File: src/ssra_regs.svh
// timing constants and pin counts for the strobed static ram controller
`ifndef SSRA_REGS_SVH
`define SSRA_REGS_SVH
`define SSRA_CLK_PERIOD_NS      8
`define SSRA_INDEX_W            12
`define SSRA_ACCESS_DELAY_NS    200
`define SSRA_INDEX_HOLD_NS      110
`define SSRA_DIN_HOLD_SEL_NS    170
`define SSRA_DIN_HOLD_WR_NS     70
`define SSRA_WE_PULSE_NS        60
`define SSRA_WE_LEAD_NS         70
`define SSRA_WRITE_HOLD_NS      150
`define SSRA_RMW_CYCLE_NS       385
`define SSRA_SEL_PULSE_NS       200
`define SSRA_SEL_PRECHARGE_NS   100
`define SSRA_PPD_NS             100
`define SSRA_RECOVERY_US        500
`define SSRA_POWERUP_US         2000
`define SSRA_MODIFY_MAX_NS      10000
// least times round up to whole cycles
`define SSRA_CYC(ns) (((ns) + `SSRA_CLK_PERIOD_NS - 1) / `SSRA_CLK_PERIOD_NS)
`define SSRA_ACCESS_CYC     `SSRA_CYC(`SSRA_ACCESS_DELAY_NS)
`define SSRA_DIN_HOLD_CYC   `SSRA_CYC(`SSRA_DIN_HOLD_SEL_NS)
`define SSRA_WE_PULSE_CYC   `SSRA_CYC(`SSRA_WE_PULSE_NS)
`define SSRA_WE_LEAD_CYC    `SSRA_CYC(`SSRA_WE_LEAD_NS)
`define SSRA_WRITE_HOLD_CYC `SSRA_CYC(`SSRA_WRITE_HOLD_NS)
`define SSRA_SEL_PULSE_CYC  `SSRA_CYC(`SSRA_SEL_PULSE_NS)
`define SSRA_PRECHARGE_CYC  `SSRA_CYC(`SSRA_SEL_PRECHARGE_NS)
`define SSRA_PPD_CYC        `SSRA_CYC(`SSRA_PPD_NS)
`define SSRA_RMW_CYC        `SSRA_CYC(`SSRA_RMW_CYCLE_NS)
// longest time rounds down
`define SSRA_MODIFY_MAX_CYC (`SSRA_MODIFY_MAX_NS / `SSRA_CLK_PERIOD_NS)
`endif

File: src/ssra_pkg.sv
// types for the strobed static ram controller
package ssra_pkg;
  typedef enum logic [1:0] {
    SSRA_READ,
    SSRA_WRITE,
    SSRA_RMW
  } ssra_op_t;

  typedef struct packed {
    ssra_op_t    op;
    logic [11:0] index;
    logic        wrData;
  } ssra_req_t;

  typedef struct packed {
    logic [11:0] cellIndex;
    logic        selectN;
    logic        writeN;
    logic        dataIn;
  } ssra_pins_t;
endpackage

File: src/ssra_ctrl.sv
// host controller driving a strobed 4096x1 static ram through its pins
`timescale 1ns/100ps
`include "ssra_regs.svh"

module ssra_ctrl #(
  parameter int unsigned POWERUP_CYC  = `SSRA_POWERUP_US * 1000 / 8,
  parameter int unsigned RECOVERY_CYC = `SSRA_RECOVERY_US * 1000 / 8
) (
  // clock and reset
  input  wire logic              ref_clk,
  input  wire logic              rst,
  input  wire logic              clkEn,
  // user request
  input  wire logic              reqValid,
  output logic                   reqReady,
  input  wire ssra_pkg::ssra_req_t req,
  input  wire logic [13:0]       modifyCyc,
  output logic                   rdValid,
  output logic                   rdData,
  // power sequencing
  input  wire logic              powerDownReq,
  output logic                   powerDownOk,
  // memory pins
  output ssra_pkg::ssra_pins_t   pins,
  input  wire logic              dataOut
);
  typedef enum logic [2:0] {
    S_PWRUP, S_IDLE, S_ACTIVE, S_PRECH, S_PPD, S_DOWN, S_RECOV
  } ssra_state_t;

  localparam int unsigned ACC  = `SSRA_ACCESS_CYC;
  localparam int unsigned SELW = `SSRA_SEL_PULSE_CYC;
  localparam int unsigned WLD  = `SSRA_WE_LEAD_CYC;
  localparam int unsigned WPW  = `SSRA_WE_PULSE_CYC;
  localparam int unsigned WHLD = `SSRA_WRITE_HOLD_CYC;
  localparam int unsigned DHLD = `SSRA_DIN_HOLD_CYC;
  localparam int unsigned PRE  = `SSRA_PRECHARGE_CYC;
  localparam int unsigned PPD  = `SSRA_PPD_CYC;
  localparam int unsigned MODM = `SSRA_MODIFY_MAX_CYC;
  // the read bit is taken two cycles after access, behind the synchroniser,
  // so reads hold select past its minimum to keep the output driven
  localparam int unsigned RDS  = ACC + 2;
  localparam int unsigned MODC = MODM - RDS - 1 - WLD;

  ssra_state_t         state_q, state_d;
  logic [19:0]         cnt_q, cnt_d;
  logic [19:0]         len_q, len_d;
  logic [19:0]         weAt_q, weAt_d;
  ssra_pkg::ssra_op_t  op_q, op_d;
  ssra_pkg::ssra_pins_t pins_q, pins_d;
  logic                rdValid_q, rdValid_d;
  logic                rdData_q, rdData_d;
  logic                doSync1_q, doSync2_q;
  logic                pdSync1_q, pdSync2_q;
  logic [13:0]         modClip;
  logic [11:0]         selRun_q, selRun_d;

  // clip so the select pulse never exceeds its maximum
  assign modClip = (32'(modifyCyc) > MODC)
                   ? 14'(MODC) : modifyCyc;

  always_comb begin
    state_d   = state_q;
    cnt_d     = cnt_q + 20'h00001;
    len_d     = len_q;
    weAt_d    = weAt_q;
    op_d      = op_q;
    pins_d    = pins_q;
    rdValid_d = 1'b0;
    rdData_d  = rdData_q;
    case (state_q)
      S_PWRUP: begin
        pins_d.selectN = 1'b1;
        pins_d.writeN  = 1'b1;
        if (cnt_q >= 20'(POWERUP_CYC)) begin
          state_d = S_IDLE;
        end
      end
      S_IDLE: begin
        cnt_d = 20'h00000;
        if (pdSync2_q) begin
          state_d = S_PPD;
        end else if (reqValid) begin
          op_d             = req.op;
          pins_d.cellIndex = req.index;
          pins_d.dataIn    = req.wrData;
          pins_d.selectN   = 1'b0;
          if (req.op == ssra_pkg::SSRA_WRITE) begin
            pins_d.writeN = 1'b0;
            weAt_d        = 20'h00000;
            len_d         = 20'(SELW > DHLD ? SELW : DHLD);
          end else if (req.op == ssra_pkg::SSRA_RMW) begin
            pins_d.writeN = 1'b1;
            weAt_d        = 20'(RDS) + 20'(modClip);
            len_d         = weAt_d + 20'(WLD + 1);
          end else begin
            pins_d.writeN = 1'b1;
            weAt_d        = 20'hfffff;
            len_d         = 20'(RDS + 1);
          end
          state_d = S_ACTIVE;
        end
      end
      S_ACTIVE: begin
        if (cnt_q == weAt_q) begin
          pins_d.writeN = 1'b0;
        end
        if (cnt_q == 20'(RDS) && op_q != ssra_pkg::SSRA_WRITE) begin
          rdValid_d = 1'b1;
          rdData_d  = doSync2_q;
        end
        // index and data stay put for the whole pulse, covering all holds
        if (cnt_q + 20'h00001 >= len_q && cnt_q + 20'h00001 >= 20'(SELW)
            && (weAt_q == 20'hfffff
                || (cnt_q + 20'h00001 >= weAt_q + 20'(WPW)
                    && cnt_q + 20'h00001 >= 20'(WHLD)))) begin
          pins_d.selectN = 1'b1;
          pins_d.writeN  = 1'b1;
          cnt_d          = 20'h00000;
          state_d        = S_PRECH;
        end
      end
      S_PRECH: begin
        if (cnt_q + 20'h00001 >= 20'(PRE)) begin
          cnt_d   = 20'h00000;
          state_d = S_IDLE;
        end
      end
      S_PPD: begin
        if (cnt_q + 20'h00001 >= 20'(PPD)) begin
          state_d = S_DOWN;
        end
      end
      S_DOWN: begin
        cnt_d = 20'h00000;
        if (!pdSync2_q) begin
          state_d = S_RECOV;
        end
      end
      S_RECOV: begin
        if (cnt_q >= 20'(RECOVERY_CYC)) begin
          cnt_d   = 20'h00000;
          state_d = S_IDLE;
        end
      end
      default: begin
        state_d = S_PWRUP;
      end
    endcase
  end

  // enabled cycles since select last moved, for the pulse width checks
  always_comb begin
    selRun_d = (selRun_q == 12'hfff) ? selRun_q : selRun_q + 12'h001;
    if (pins_d.selectN != pins_q.selectN) begin
      selRun_d = 12'h000;
    end
  end

  always_ff @(posedge ref_clk or posedge rst) begin
    if (rst) begin
      state_q   <= S_PWRUP;
      cnt_q     <= 20'h00000;
      len_q     <= 20'h00000;
      weAt_q    <= 20'hfffff;
      op_q      <= ssra_pkg::SSRA_READ;
      pins_q    <= '{cellIndex: 12'h000, selectN: 1'b1, writeN: 1'b1,
                     dataIn: 1'b0};
      rdValid_q <= 1'b0;
      rdData_q  <= 1'b0;
      doSync1_q <= 1'b0;
      doSync2_q <= 1'b0;
      pdSync1_q <= 1'b0;
      pdSync2_q <= 1'b0;
      selRun_q  <= 12'h000;
    end else if (clkEn) begin
      state_q   <= state_d;
      cnt_q     <= cnt_d;
      len_q     <= len_d;
      weAt_q    <= weAt_d;
      op_q      <= op_d;
      pins_q    <= pins_d;
      rdValid_q <= rdValid_d;
      rdData_q  <= rdData_d;
      doSync1_q <= dataOut;
      doSync2_q <= doSync1_q;
      pdSync1_q <= powerDownReq;
      pdSync2_q <= pdSync1_q;
      selRun_q  <= selRun_d;
    end
  end

  // only reqReady and powerDownOk are combinational, every data output is a flop
  assign pins        = pins_q;
  assign reqReady    = (state_q == S_IDLE) && !pdSync2_q && clkEn;
  assign rdValid     = rdValid_q;
  assign rdData      = rdData_q;
  assign powerDownOk = (state_q == S_DOWN);

  a_read_we_high: assert property (
    @(posedge ref_clk) disable iff (rst)
    (state_q == S_ACTIVE && op_q == ssra_pkg::SSRA_READ)
    |-> pins_q.writeN) else $error("write strobe low in read");
  a_index_stable: assert property (
    @(posedge ref_clk) disable iff (rst)
    (state_q == S_ACTIVE && $past(state_q) == S_ACTIVE)
    |-> $stable(pins_q.cellIndex)) else $error("index moved");
  a_data_stable: assert property (
    @(posedge ref_clk) disable iff (rst)
    (state_q == S_ACTIVE && $past(state_q) == S_ACTIVE)
    |-> $stable(pins_q.dataIn)) else $error("data moved");
  a_early_write: assert property (
    @(posedge ref_clk) disable iff (rst)
    $fell(pins_q.selectN) && op_q == ssra_pkg::SSRA_WRITE
    |-> !pins_q.writeN) else $error("early write late");
  a_sel_min: assert property (
    @(posedge ref_clk) disable iff (rst || !clkEn)
    $fell(pins_q.selectN) |-> !pins_q.selectN [*8])
    else $error("select pulse short");
  a_sel_width: assert property (
    @(posedge ref_clk) disable iff (rst || !clkEn)
    !pins_q.selectN && pins_d.selectN
    |-> selRun_q >= 12'(SELW - 1) && selRun_q <= 12'(MODM - 1))
    else $error("select pulse out of range");
  a_prech_min: assert property (
    @(posedge ref_clk) disable iff (rst || !clkEn)
    $rose(pins_q.selectN) |-> pins_q.selectN [*8])
    else $error("precharge short");
  a_prech_width: assert property (
    @(posedge ref_clk) disable iff (rst || !clkEn)
    pins_q.selectN && !pins_d.selectN |-> selRun_q >= 12'(PRE - 1))
    else $error("precharge too short");
  a_down_high: assert property (
    @(posedge ref_clk) disable iff (rst)
    (state_q == S_DOWN || state_q == S_RECOV || state_q == S_PPD)
    |-> pins_q.selectN) else $error("select low in standby");
  a_pwrup_high: assert property (
    @(posedge ref_clk) disable iff (rst)
    state_q == S_PWRUP |-> pins_q.selectN && pins_q.writeN)
    else $error("strobe low at power up");
  a_we_lead: assert property (
    @(posedge ref_clk) disable iff (rst || !clkEn)
    $rose(pins_q.selectN) && op_q != ssra_pkg::SSRA_READ
    |-> !$past(pins_q.writeN, 8)) else $error("write lead short");
endmodule

File: config.mk
export PLATFORM = sky130hd
export DESIGN_NAME = ssra_ctrl
export DESIGN_NICKNAME = d
export VERILOG_FILES = /design/src/ssra_pkg.sv /design/src/ssra_ctrl.sv
export VERILOG_INCLUDE_DIRS = /design/src
export SDC_FILE = /design/constraint.sdc
export NUM_CORES = 1
export LEC_CHECK = 0
export ABC_AREA = 1
export BUFFER_PORTS_ARGS = -buffer_cell sky130_fd_sc_hd__buf_2
export CORE_UTILIZATION = 35
export DETAILED_ROUTE_END_ITERATION = 10
export SLEW_MARGIN = 20
export SYNTH_ARGS = -nofsm -noshare
export SYNTH_HDL_FRONTEND = slang
export SYNTH_SLANG_ARGS = --single-unit
File: constraint.sdc
create_clock -name ref_clk -period 3.45 [get_ports ref_clk]
set_input_delay 0.8625 -clock ref_clk [delete_from_list [all_inputs] [get_ports ref_clk]]
set_output_delay 0.8625 -clock ref_clk [all_outputs]
set_load 0.005 [all_outputs]
== Yosys cells after proc, flatten, opt, wreduce, memory -nomap -nowiden ==
Cells that the tools add are included.
Storage, ports and cells
  input bits: 35
  register bits: 86
Cells by class
  mux-type cells: 26
  $lt $le $gt $ge: 8
  bitwise operators: 1
  equality and inequality tests: 22
  $add $sub $neg: 4
  reductions and logical operators: 16
Operator list (count)
  $mux 20: 5
  $pmux 20 s4: 1
  $ge 20x20->1: 2
  $ge 20x5->1 const B: 2
  $mux 16: 2
  $mux 3: 10
  $pmux 3 s7: 1
  $add 20x1->20 const B: 1
  $add 20x4->20 const B: 1
  $eq 20x20->1: 1
  $eq 20x20->1 const B: 1
  $eq 20x5->1 const B: 1
  $ge 20x16->1 const B: 1
  $ge 20x18->1 const B: 1
  $ge 20x4->1 const B: 1
  $add 15x4->16 const B: 1
  $ne 2x2->1 const B: 8
  $add 5x14->15 const A: 1
  $gt 14x11->1 const B: 1
  $mux 14: 1
  $reduce_and 5->1: 2
  $eq 3x3->1 const B: 3
  $reduce_and 8->1: 1
  $eq 3x2->1 const B: 2
  17 further kinds: 26

== Logic depth before layout (Yosys ltp) ==
  word-level depth: 7
  depth in mapped cells: 25
  depth with buffers taken out: 25

== Least setup slack after synthesis ==
No wires, ideal clock.
  path kind: flip-flop to flip-flop
  start point: reg cnt_q[0]
  end point: reg cnt_q[5]
  period minus slack after synthesis: 2884 ps
  arrival time: 2767 ps
  slack: 566 ps
  data required time: 3334 ps
  buffers on the path: 2
  cell stages (with the launch flop): 25
  setup time: 116 ps
  path through: dfrtp_1 -> ha_1 -> buf_2 -> nand3_2 -> inv_1 -> nand2_1 -> nor2_1 -> nand2_1 -> xor2_1 -> inv_1 -> ha_1 -> nand2_1 -> inv_1 -> nand4_1 -> nor2_1 -> nand2_1 -> nand2_1 -> nand2_1 -> nand2_2 -> nand2_2 -> nand2_4 -> nand3_4 -> buf_8 -> nand2_1 -> nand2_1
Between the ends
  longest elaborated chain between the ends: 7
RTL lines
  from (decl): RTL line ssra_ctrl.sv:46  | logic [19:0] cnt_q, cnt_d;
  from (signal assigned): RTL line ssra_ctrl.sv:178  | cnt_q <= cnt_d;
  $add 20x1->20
  $ge 20x20->1 / $ge 20x5->1 (equally long branches): RTL line ssra_ctrl.sv:115, ssra_ctrl.sv:116
  $logic_and 1x1->1: RTL line ssra_ctrl.sv:116  | && cnt_q + 20'h00001 >= 20'(WHLD)))) begin
  $logic_or 1x1->1: RTL line ssra_ctrl.sv:115  | || (cnt_q + 20'h00001 >= weAt_q + 20'(WPW)
  $logic_and 1x1->1: RTL line ssra_ctrl.sv:114  | && (weAt_q == 20'hfffff
  $mux 20: RTL line ssra_ctrl.sv:113  | if (cnt_q + 20'h00001 >= len_q && cnt_q + 20'h00001 >= 20'(SELW)
  $pmux 20 s4 (*): RTL line ssra_ctrl.sv:71  | case (state_q)
Mark *: on every way between the ends. The rest lies on a longest branch, timed or not.
A chain may end at the register's enable or synchronous reset.

== Final worst setup path ==
  start point: reg cnt_q[3]
  end point: reg cnt_q[16]
Same word-level chain as after synthesis.

==> results.cfg <==
[logic_synthesis]
ys_ff_latch = 78
yosysWarnings = 0
post-synth-top-count-cell = nand2_1
synth_seq_area_share = 0.318
synth_top_area_share = 0.242
synth_area_leader_cell = dfrtp_1
yosys-top-cells-area = dfrtp_1 (24%), nand2_1 (17%), inv_1 (8.3%)
synth-async-reset-ratio = 1.00
synthTopCellsByCount = nand2_1 (279), inv_1 (138), nor2_1 (86)
ys.flop_type = dfrtp_1
avgSynthCellArea_um2 = 6.81
synthCells = 912
syn_nets = 985
netlist_area_um2 = 6210
ys_types = 52
synth-edff-count = 0

[sta]
rsz0062_at_grt = no
slew_headroom = 0.600
setup_tns_ns = 0
worst_clock_skew_ns = 0.0114
final_max_slew_viol_count = 0
max_freq_mhz = 319
finalSetupViolations = 0
fin_crit_ns = 3.13
whs_ns = 0.461
final_hold_viol_count = 0
tightest_slew_ns = 0.600
period_share = 0.908
setup_ws_ns = 0.318

[routing]
viasPerCell = 4.79
dr.pass1.iters = 5
first_iter_violations = 332
drc = 0
drt_wl_total_mm = 16.8
vias = 5839
wire_per_inst_um = 13.8
antenna_left = 0

[hold_path]
hold_class = register to register

[outcome]
outcome = finished, final reports clean

[layout]
synthToLayoutAreaGrowth_pct = 16.1
fin_nets = 1061
diodes = 0
drive_gt1_frac = 0.171

[grt]
grt_pass1_wl_mm = 28.4
grt_usage = 0.200
grt_max_degree = 48
antenna_found_initial = 0
grt.overflow.total = 0
first_global_vias = 5530

[floorplan]
die_w_um = 135
die_h_um = 135
die-area_um2 = 18300
coreArea_um2 = 17300
pin_count = 54
fp-row-count = 48
start_util = 0.359

[clocking]
clk_pin_slew_ns = 0.06
numCtsBuffers = 9
cts_tree = built
ctsHoldBuffers = 0
root_buffer = clkbuf_16
cts_resized = 0
clock_path_buffers = 2
cts.sinks = 78
post-cts-setup-buffers = 0
clock_latency_ns = 0.35
htreeDepth = 3

[setup_path]
critPathLaunch = cnt_q[3]
endpoint_kind = register
r2r-start = cnt_q[3]
worstSetupEndpoint = cnt_q[16]
worstPathRequired_ns = 3.69
crit_family = simple AND/OR/NAND/NOR gates
arrival_ns = 3.37
worst-path-buf-inv = 2
worst-path-stages = 16
crit_chain = inv_2, nor3_4, nand2_1, nor2_2, xor2_2, inv_1, ha_1, nand3b_4, o21ai_0, nor2_1, a21oi_2, nand2_2, nand2_4, nand3_4, nand2_1, nand2_1
critPathLaunchType = register
slowest_stage = dfrtp_1
slowest_delay_ns = 0.47
r2r_cells = 16
cp_common_cell = nand2_1
rr_endpoint = cnt_q[16]
crit_fanout = 19
reg2reg_slack_ns = 0.32
criticalPathCategory = register to register

[placed_design]
portBuffers = 53
gp_congestion = 0.933
dpl.hpwl_mm = 13.3
pre_cts_ws_ns = 0.131

[power]
p_per_area_nw_per_um2 = 617
finalPower_uw = 4440
irDropWorstVdd_mv = 0.350
p_leak_uw = 0.00395

[run]
drv_cap = 0
[power by group]
part	internal (µW)	switching, µW
combinational	707	1110
clock	671	392
sequential	1310	259
[worst min-delay path by stage]
stage	from	to	slack, ns	depth (start not counted)
2_1_floorplan	doSync1_q	doSync1_q	0.44	2
3_3_place_gp	pins[2]	pins[2]	0.45	2
3_5_place_dp	pins[2]	pins[2]	0.45	2
4_1_cts	pins[2]	pins[2]	0.46	2
5_1_grt	pins[2]	pins[2]	0.48	2
6_report	pins[2]	pins[2]	0.46	2
[metrics by stage]
stage,utilization,cells,instance area [µm²]
floorplan,-,912,6210
global placement,0.398,1202,6880
detailed placement,0.398,1202,6880
CTS,0.416,1218,7200
global route,0.417,1218,7210
finish,0.417,1218,7210
[worst reg2reg max path, stage by stage, from the launching register on]
cell and delay [ns]:
dfrtp_1 0.47, inv_2 0.12, nor3_4 0.26, nand2_1 0.14
nor2_2 0.18, xor2_2 0.24, inv_1 0.11, ha_1 0.34
nand3b_4 0.08, o21ai_0 0.24, nor2_1 0.09, a21oi_2 0.17
nand2_2 0.08, nand2_4 0.07, nand3_4 0.24, nand2_1 0.15
nand2_1 0.05
[layout make-up]
cell class,count,area (µm²)
fill,1863,10100
multi-input combinational,661,3500
sequential,78,1970
timing repair buffer,92,571
inverter,146,551
tap,225,282
clock buffer,12,256
clock inverter,4,70.1
[cell usage in the layout, fill, tap and decap left out, drive strengths merged, types with 18 or more instances in the layout]
cell type / synthesis / routed
nand2: 289 / 289
inv: 143 / 142
nor2: 97 / 97
buf: 12 / 92
nand3: 65 / 65
dfrtp: 60 / 60
o21ai: 48 / 48
ha: 38 / 38
nand4: 24 / 24
xor2: 21 / 21
a21oi: 20 / 20
dfstp: 18 / 18
[flip-flops by register name, indices dropped and copies added, names as in the netlist]
register / cells
doSync2_q: 1
cnt_q: 20
rdData: 1
pdSync1_q: 1
state_q: 3
doSync1_q: 1
weAt_q: 16
rdValid: 1
len_q: 16
op_q: 2
pins: 15
pdSync2_q: 1
[cell families after synthesis]
family | Yosys count | share of synthesized area
compound gates | 96 | 0.0885
fa+ha+maj | 38 | 0.0766
xor+xnor | 26 | 0.0403
buf+inv | 173 | 0.118
simple gates | 501 | 0.358
flops | 78 | 0.318
[per-layer routing]
| layer | vias to the layer above | global-route usage | share of wire |
|---|---|---|---|
| li1 | 3038 | - | - |
| met1 | 2657 | 0.284 | 0.49 |
| met2 | 127 | 0.313 | 0.45 |
| met3 | 17 | 0.0266 | 0.044 |
| met4 | 0 | 0.0624 | 0.012 |
| met5 | - | 0 | 0 |
Power figures use the tool's default switching activity.
